`config.mk`:
```
export PLATFORM = sky130hd
export DESIGN_NAME = crf_core
export DESIGN_NICKNAME = d
export VERILOG_FILES = /design/src/hdl/crf_pkg.sv /design/src/hdl/crf_core.sv
export SDC_FILE = /design/constraint.sdc
export NUM_CORES = 1
export LEC_CHECK = 0
export ABC_AREA = 1
export BUFFER_PORTS_ARGS = -buffer_cell sky130_fd_sc_hd__buf_2
export CAP_MARGIN = 10
export CORE_ASPECT_RATIO = 1.4
export CORE_MARGIN = 3
export CORE_UTILIZATION = 54
export DETAILED_ROUTE_END_ITERATION = 8
export PLACE_DENSITY = 0.71
export SLEW_MARGIN = 20
export SYNTH_ARGS = -nofsm -noshare
export SYNTH_HDL_FRONTEND = slang
export SYNTH_SLANG_ARGS = --single-unit
```
`constraint.sdc`:
```
create_clock -name i_ref_clk -period 3.96 [get_ports i_ref_clk]
set_clock_uncertainty 0.2 [all_clocks]
set_input_delay 0.198 -clock i_ref_clk [delete_from_list [all_inputs] [get_ports i_ref_clk]]
set_output_delay 0.198 -clock i_ref_clk [all_outputs]
set_load 0.01 [all_outputs]
```
`src/hdl/crf_pkg.sv`:
```
// Overview of operation
// - Thirty-two working registers, eight bits each, apart from data memory.
// - Register reads and writes complete within one clock cycle.
// - Immediate-operand instructions reach only entries 16 to 31.
// - Entries 26 to 31 pair into three 16-bit address pointers.
// - The third pointer, entries 30 and 31, also addresses program memory.
// - Lower entry of a pair is the low byte, higher entry the high byte.
// - Pointers support displacement, post-increment and pre-decrement addressing.
// - The 16-bit stack pointer is the only register that reaches the byte bus through the shared staging byte.
// - Writing the low byte address only loads the staging byte.
// - Writing the high byte loads it and copies staging into the low byte together.
// - Reading the low byte captures the high byte into staging in that cycle.
// - Reading the high byte address returns the staging byte.
// - Protected writes and self-programming need a prior valid signature write.
// - Two unlock modes, protected I/O and self-programming, each with its signature.
// - I/O window closes on any memory write, nonvolatile access or sleep.
// - Self-programming window closes on any nonvolatile access or sleep.
// - No interrupt is taken while a window is open; requests stay pending.
// - After the window, all pending requests are serviced normally.
// - Signature 0xD8 unlocks I/O, 0x9D self-programming; others open nothing.
// - Guard bit 0 shows I/O unlock, bit 1 self-programming, bits 7:2 zero.
package crf_pkg;
    localparam int unsigned RF_DEPTH = 32;
    localparam int unsigned RF_WIDTH = 8;
    localparam logic [4:0] PTR_BASE = 5'h1A;
    localparam logic [5:0] GUARD_OFS = 6'h04;
    localparam logic [5:0] SP_LOW_OFS = 6'h0D;
    localparam logic [5:0] SP_HIGH_OFS = 6'h0E;
    localparam logic [5:0] STATUS_OFS = 6'h0F;
    localparam logic [7:0] SIG_IO = 8'hD8;
    localparam logic [7:0] SIG_SPM = 8'h9D;
    localparam logic [7:0] STATUS_RESET = 8'h00;
    localparam logic [15:0] SP_RESET = 16'hFFFF;
    localparam logic [2:0] WINDOW_INSTRS = 3'h4;

    typedef enum logic [1:0] {
        PTR_NONE = 2'b00,
        PTR_DISP = 2'b01,
        PTR_POSTINC = 2'b10,
        PTR_PREDEC = 2'b11
    } crf_ptr_mode_t;

    typedef enum logic [1:0] {
        GUARD_OFF = 2'b00,
        GUARD_IO = 2'b01,
        GUARD_SPM = 2'b10
    } crf_guard_t;

    typedef struct packed {
        logic [1:0] sel;
        crf_ptr_mode_t mode;
        logic [5:0] disp;
    } crf_ptr_req_t;

    typedef struct packed {
        logic instr_done;
        logic mem_write;
        logic nvm_access;
        logic sleep;
    } crf_cpu_evt_t;

    typedef struct packed {
        logic wr;
        logic rd;
        logic [5:0] addr;
        logic [7:0] wdata;
    } crf_bus_req_t;
endpackage : crf_pkg

```
`src/hdl/crf_core.sv`:
```
// Added by the designer: strobed register access.
`timescale 1ns/1ns
module crf_core #(
    parameter int unsigned IRQ_W = 8,
    parameter logic [15:0] SP_RESET = crf_pkg::SP_RESET
) (
    input wire logic i_ref_clk,
    input wire logic i_resetn,
    input wire logic [4:0] i_rf_raddr_a,
    input wire logic [4:0] i_rf_raddr_b,
    output logic [7:0] o_rf_rdata_a,
    output logic [7:0] o_rf_rdata_b,
    input wire logic i_rf_we,
    input wire logic i_rf_imm,
    input wire logic [4:0] i_rf_waddr,
    input wire logic [7:0] i_rf_wdata,
    input wire crf_pkg::crf_ptr_req_t i_ptr_req,
    output logic [15:0] o_ptr_addr,
    output logic [15:0] o_prog_ptr,
    input wire crf_pkg::crf_bus_req_t i_bus,
    output logic [7:0] o_reg_rdata,
    input wire crf_pkg::crf_cpu_evt_t i_evt,
    output logic o_io_unlocked,
    output logic o_spm_unlocked,
    input wire logic [IRQ_W-1:0] i_irq_req,
    input wire logic [IRQ_W-1:0] i_irq_ack,
    output logic [IRQ_W-1:0] o_irq_pending,
    output logic o_irq_take,
    output logic [15:0] o_stack_ptr,
    output logic [7:0] o_status
);

    typedef struct packed {
        logic [crf_pkg::RF_DEPTH-1:0][crf_pkg::RF_WIDTH-1:0] rf;
        logic [7:0] staging;
        logic [15:0] sp;
        logic [7:0] status_flags;
        crf_pkg::crf_guard_t guard;
        logic [2:0] cnt;
        logic [7:0] rdata;
        logic [IRQ_W-1:0] pend;
    } crf_state_t;

    localparam crf_state_t ST_RESET = '{
        rf: '0,
        staging: 8'h00,
        sp: SP_RESET,
        status_flags: crf_pkg::STATUS_RESET,
        guard: crf_pkg::GUARD_OFF,
        cnt: 3'h0,
        rdata: 8'h00,
        pend: '0
    };

    crf_state_t st_reg;
    crf_state_t st_next;
    logic [4:0] ptr_lo;
    logic [4:0] ptr_hi;
    logic [15:0] ptr_val;
    logic [15:0] ptr_new;
    logic ptr_upd;
    logic [4:0] wr_dst;
    logic sig_wr;
    logic close_io;
    logic close_spm;

    // Working register reads are straight from the array, no wait state
    // direct access
    assign o_rf_rdata_a = st_reg.rf[i_rf_raddr_a];
    assign o_rf_rdata_b = st_reg.rf[i_rf_raddr_b];

    // Immediate-class writes have the top address bit forced high
    // upper half
    assign wr_dst = i_rf_imm ? {1'b1, i_rf_waddr[3:0]} : i_rf_waddr;

    // Pointer pair select; select code 3 is unused and leaves the file alone
    // pair mapping
    assign ptr_lo = crf_pkg::PTR_BASE + {2'b00, i_ptr_req.sel, 1'b0};
    assign ptr_hi = ptr_lo + 5'h01;
    assign ptr_val = {st_reg.rf[ptr_hi], st_reg.rf[ptr_lo]};

    // Address generation per load/store variant
    // addressing variants
    always_comb begin
        ptr_new = ptr_val;
        ptr_upd = 1'b0;
        o_ptr_addr = ptr_val;
        case (i_ptr_req.mode)
            crf_pkg::PTR_DISP: begin
                o_ptr_addr = ptr_val + {10'h000, i_ptr_req.disp};
            end
            crf_pkg::PTR_POSTINC: begin
                ptr_new = ptr_val + 16'h0001;
                ptr_upd = (i_ptr_req.sel != 2'b11);
            end
            crf_pkg::PTR_PREDEC: begin
                ptr_new = ptr_val - 16'h0001;
                o_ptr_addr = ptr_new;
                ptr_upd = (i_ptr_req.sel != 2'b11);
            end
            default: begin
                o_ptr_addr = ptr_val;
            end
        endcase
    end

    // Third pair doubles as the program memory pointer
    // program pointer
    assign o_prog_ptr = {st_reg.rf[5'h1F], st_reg.rf[5'h1E]};

    // A valid signature written to the guard opens a window
    // signature decode
    assign sig_wr = i_bus.wr && (i_bus.addr == crf_pkg::GUARD_OFS)
        && ((i_bus.wdata == crf_pkg::SIG_IO) || (i_bus.wdata == crf_pkg::SIG_SPM));

    // Any bus write that is not a signature counts as an I/O write
    // close events
    assign close_io = i_evt.mem_write || (i_bus.wr && !sig_wr) || i_evt.nvm_access || i_evt.sleep;
    assign close_spm = i_evt.nvm_access || i_evt.sleep;

    // Next-state logic for the whole block
    always_comb begin
        st_next = st_reg;
        st_next.rdata = 8'h00;
        // Pointer update goes first so an explicit register write wins
        if (ptr_upd) begin
            st_next.rf[ptr_lo] = ptr_new[7:0];
            st_next.rf[ptr_hi] = ptr_new[15:8];
        end
        if (i_rf_we) begin
            st_next.rf[wr_dst] = i_rf_wdata;
        end
        // One staging byte serves both directions; an interleaved wide access corrupts it
        // staged write
        if (i_bus.wr) begin
            case (i_bus.addr)
                crf_pkg::SP_LOW_OFS: st_next.staging = i_bus.wdata;
                crf_pkg::SP_HIGH_OFS: st_next.sp = {i_bus.wdata, st_reg.staging};
                crf_pkg::STATUS_OFS: st_next.status_flags = i_bus.wdata;
                default: st_next.status_flags = st_reg.status_flags;
            endcase
        end
        if (i_bus.rd) begin
            case (i_bus.addr)
                crf_pkg::GUARD_OFS: begin
                    st_next.rdata = {6'h00, st_reg.guard == crf_pkg::GUARD_SPM,
                        st_reg.guard == crf_pkg::GUARD_IO};
                end
                crf_pkg::SP_LOW_OFS: begin
                    st_next.rdata = st_reg.sp[7:0];
                    st_next.staging = st_reg.sp[15:8];
                end
                crf_pkg::SP_HIGH_OFS: st_next.rdata = st_reg.staging;
                crf_pkg::STATUS_OFS: st_next.rdata = st_reg.status_flags;
                default: st_next.rdata = 8'h00;
            endcase
        end
        // Window closes early on an event, else after four executed instructions
        // window end
        case (st_reg.guard)
            crf_pkg::GUARD_IO, crf_pkg::GUARD_SPM: begin
                if ((st_reg.guard == crf_pkg::GUARD_IO) ? close_io : close_spm) begin
                    st_next.guard = crf_pkg::GUARD_OFF;
                end else if (i_evt.instr_done) begin
                    if (st_reg.cnt == crf_pkg::WINDOW_INSTRS - 3'h1) begin
                        st_next.guard = crf_pkg::GUARD_OFF;
                    end else begin
                        st_next.cnt = st_reg.cnt + 3'h1;
                    end
                end
            end
            default: st_next.guard = crf_pkg::GUARD_OFF;
        endcase
        // A signature restarts the window; the writing instruction is not counted
        // window open
        if (sig_wr) begin
            st_next.cnt = 3'h0;
            st_next.guard = (i_bus.wdata == crf_pkg::SIG_IO) ? crf_pkg::GUARD_IO : crf_pkg::GUARD_SPM;
        end
        // Requests latch even inside a window; a new request beats its ack
        // pending hold
        st_next.pend = (st_reg.pend & ~i_irq_ack) | i_irq_req;
    end

    // State register
    always_ff @(posedge i_ref_clk or negedge i_resetn) begin
        if (!i_resetn) begin
            st_reg <= ST_RESET;
        end else begin
            st_reg <= st_next;
        end
    end

    // Unlock outputs come straight from the guard state
    // unlock gating
    assign o_io_unlocked = (st_reg.guard == crf_pkg::GUARD_IO);
    assign o_spm_unlocked = (st_reg.guard == crf_pkg::GUARD_SPM);

    // Interrupts are held off, not dropped, while a window is open
    // interrupt gate
    assign o_irq_take = (|st_reg.pend) && (st_reg.guard == crf_pkg::GUARD_OFF);
    assign o_irq_pending = st_reg.pend;
    assign o_reg_rdata = st_reg.rdata;
    assign o_stack_ptr = st_reg.sp;
    assign o_status = st_reg.status_flags;
endmodule : crf_core

```
==> impl_results.md <==
- Number of I/O pins: about 160
- Synth unique cells: 49
- Min cycle time layout: approximately 3700 ps
- Setup violations, final: 0
- Antenna-violating nets left: 0
- Leak: around 10 nW
- FP Rows: 83
- Hold Path Class: primary input to flip-flop
- Initial DRC Count: 2905
- Number of buffers created by CTS: 35
- Final Hold Fails: 0
- Flops & latches, synth: 309
- Worst Path Max Fanout: 4
- Max clock buf depth: 3
- Run status: finished, final reports clean
- Cell family with the largest share of critical-path delay: simple AND/OR/NAND/NOR gates
- CTS tree: yes
- Syn_area_per_cell: 7.02 sq um
- Reg2reg start: st_reg[277]$_DFF_PN0_
- Via count: 22000
- Worst Max-Slew Pin Slew: 1210 ps
- Clock transition at path regs: 60 ps
- Core ar.: 0.0371 sq mm
- Mapped Cells: 2925
- Pre-antenna DRT Iters: 7
- Max cap viols: 0
- Setup CP Type: flip-flop to primary output
- Clk sinks: 309
- Die Wd: roughly 170 um
- Worst path buffer plus inverter count: 4
- Die area: 0.0404 sq mm
- Seq/Total Area, Yosys: 37.8%
- Maximum vdd drop: around 0.33 mV
- Synth Cell Area: roughly 0.02 sq mm
- DR DRC count: 0
- Design area: roughly 0.023 sq mm
- Vias in the first global route: 21000
- HP Start: i_bus[10]
- CP Launch Type: flip-flop
- Final WL: 81700 um
- PortBufs: 163
- Largest net degree at the start of global routing: 94
- Top_reg_cell synth: dfrtp_1
- Die H: 237 um
- Pins Over Slew Limit: 0
- Slew margin rel.: between 10% and 20%
- Final Power: 11.1 mW
- F_max: ~270 MHz
- Antenna diodes: 0
- Critical path origin: st_reg[85]$_DFF_PN0_
- Gr usage total: around two fifths
- Max FFs per register: 253
- Routability cong.: 1.17
- Most used cell, CP: nand2_1
- Fin nets: 3079
- DPL Wire Length: 55700 um
- CP endpoint kind: primary output
- Root Driver: clkbuf_16
- Crit path largest cell delay: 390 ps
- P per Cell Area: 483 mW/mm^2
- Via density per instance: 6.33
- Initial Util: 55.4%
- Area grow syn2layout: 11.7%
- Synth async-reset ratio: 100%
- Yosys warns: 0
- Synthesized Nets: approximately 3000
- Critical path arrival: 3300 ps
- Final Worst Setup Slack: around 260 ps
- Critical path cell sequence: inv_1 > nand2_1 > nand3_1 > nand2_1 > nand2_1 > nand2_2 > ha_2 > inv_1 > fa_1 > inv_1 > nand3_1 > nand2_1 > nand2_1 > nand2_1 > a21oi_2 > nor2_1 > nand2_1 > nor3_1 > nor3_1 > o21ai_0 > nand3_1 > buf_2
- Post-DP Area: 0.0212 sq mm
- Layout cells sized above 1: 14.1%
- Fill count: ~3400
- First-pass GRT wire length: 123000 um
- Fin crit share: 93.5%
- Pre-CTS setup slack: 202 ps
- # H-tree levels: 2
- CP Data Required Time: approximately 3600 ps
- GR Overflow Total: 0
- Routed length per instance: 23.5 um
- Max stage delay cell, worst path: fa_1
- Post-synth EDFFs: 0
- Initial antenna violation count: 0
- Worst skew pair latency: about 550 ps
==> repair_timing <==
action,4_1_cts,5_1_grt
hold endpoints to repair,222,0
setup endpoints to repair,0,6
buffers inserted,0,6
hold buffers,44,0
gates resized for setup,0,6
==> cells by family after synthesis <==
group	synth area share [%]
AOI/OAI and AO/OA	26.9
xor gates and xnor gates	0.0853
adders and majority gates	1.19
buffers and inverters	10.9
DFF	37.8
and+or+nand+nor	23.2
==> metrics by stage <==
step	cells	TNS (ps)	hold slack (ps)	util [%]
global placement	3367	0	77.4	57.2
finish	3480	0	30.8	61.8
global route	3480	-17.6	108	61.8
floorplan	2925	0	-298	-
CTS	3474	0	9.32	61.6
detailed placement	3367	0	79.8	57.2
==> worst reg2reg max path, cell delays in order (launching register included) <==
cell and delay [ps]:
dfrtp_1 400, inv_1 130, nand2_1 70, nand3_1 110
nand2_2 80, o21ai_4 370, ha_1 270, inv_1 50
nor2_1 220, nand2_1 130, nor2_1 170, nand3_1 90
nand2_1 60, nand3_1 110, nand2_2 170, nand2_1 80
a21oi_2 150
==> area by class of cell <==
| type | count | area (sq um) | share of cell area [%] |
|---|---|---|---|
| multi-input combinational | 2122 | 10600 | 46.1 |
| tap | 467 | 584 | 2.55 |
| clock inverter | 16 | 206 | 0.901 |
| sequential | 309 | 7750 | 33.8 |
| clock buffer | 47 | 981 | 4.28 |
| inverter | 243 | 925 | 4.03 |
| timing repair buffer | 276 | 1900 | 8.27 |
==> layer usage <==
layer / routed length, um / vias to the layer above / global-route usage [%]
li1: - / 9943 / -
met1: 29700 / 10200 / 48.6
met2: 37200 / 1483 / 61.6
met3: 8030 / 377 / 6.88
met4: 6800 / 0 / 28.4
met5: 0 / - / 0
==> where the power goes <==
| group | switching, mW | total [mW] | leakage [nW] | internal, mW |
|---|---|---|---|---|
| clock network | 1.40 | 3.42 | 0.592 | 2.02 |
| registers | 0.566 | 4.38 | 3.70 | 3.81 |
| logic | 2.17 | 3.27 | 6.20 | 1.09 |
| total | 4.14 | 11.1 | 10.5 | 6.92 |
==> path summary, 6_finish.rpt <==
check | endpoint | slack (ps) | depth (start not counted)
setup reg to reg | st_reg[275]$_DFF_PN0_ | 1030 | 16
max in group asynchronous | st_reg[257]$_DFF_PN0_ | 2240 | 3
hold reg to reg | st_reg[236]$_DFF_PN0_ | 300 | 2
setup / recovery | o_ptr_addr[12] | 260 | 22
hold / removal | o_reg_rdata[0]$_DFF_PN0_ | 30 | 5
min in group asynchronous | st_reg[215]$_DFF_PN0_ | 70 | 2
==> synth_stat cells (21+ instances only) <==
cell type    n  area, sq um
dfrtp_1    293         7330
nand3_2     21          210
o221ai_1    52          455
clkbuf_1   157          589
a21oi_1    286         1430
inv_1      224          841
nand2_2     32          200
a31oi_1     29          181
o211ai_1    29          218
nand2_1    536         2010
nand3_1    149          746
buf_4       61          458
a22oi_1     22          165
nor2_1     319         1200
o21ai_0    511         2560
==> layout by cell type (no fill, tap or decap), types with 3 or more instances in the layout <==
cell / count
buf_12: 9
o211ai_1: 29
nor2_2: 9
nand2_2: 32
nand3_1: 149
nand2_4: 5
nand3_2: 21
a22oi_1: 22
o221ai_1: 52
o21ai_1: 6
nor4_1: 3
bufinv_16: 4
a21oi_1: 285
nor2_4: 5
clkinv_1: 7
ha_1: 16
buf_2: 162
dfrtp_1: 292
clkbuf_16: 35
nand4_1: 10
nand2_1: 536
nor2_1: 315
a32oi_1: 15
dfstp_2: 16
a31oi_1: 29
nor3_1: 11
buf_4: 60
clkbuf_8: 6
clkbuf_1: 6
inv_1: 222
o22ai_1: 12
o21ai_0: 511
clkinv_2: 8
inv_2: 11
dlygate4sd3_1: 44
o21bai_1: 8
a21oi_2: 19
No activity file was read; power rests on OpenSTA's default activity.
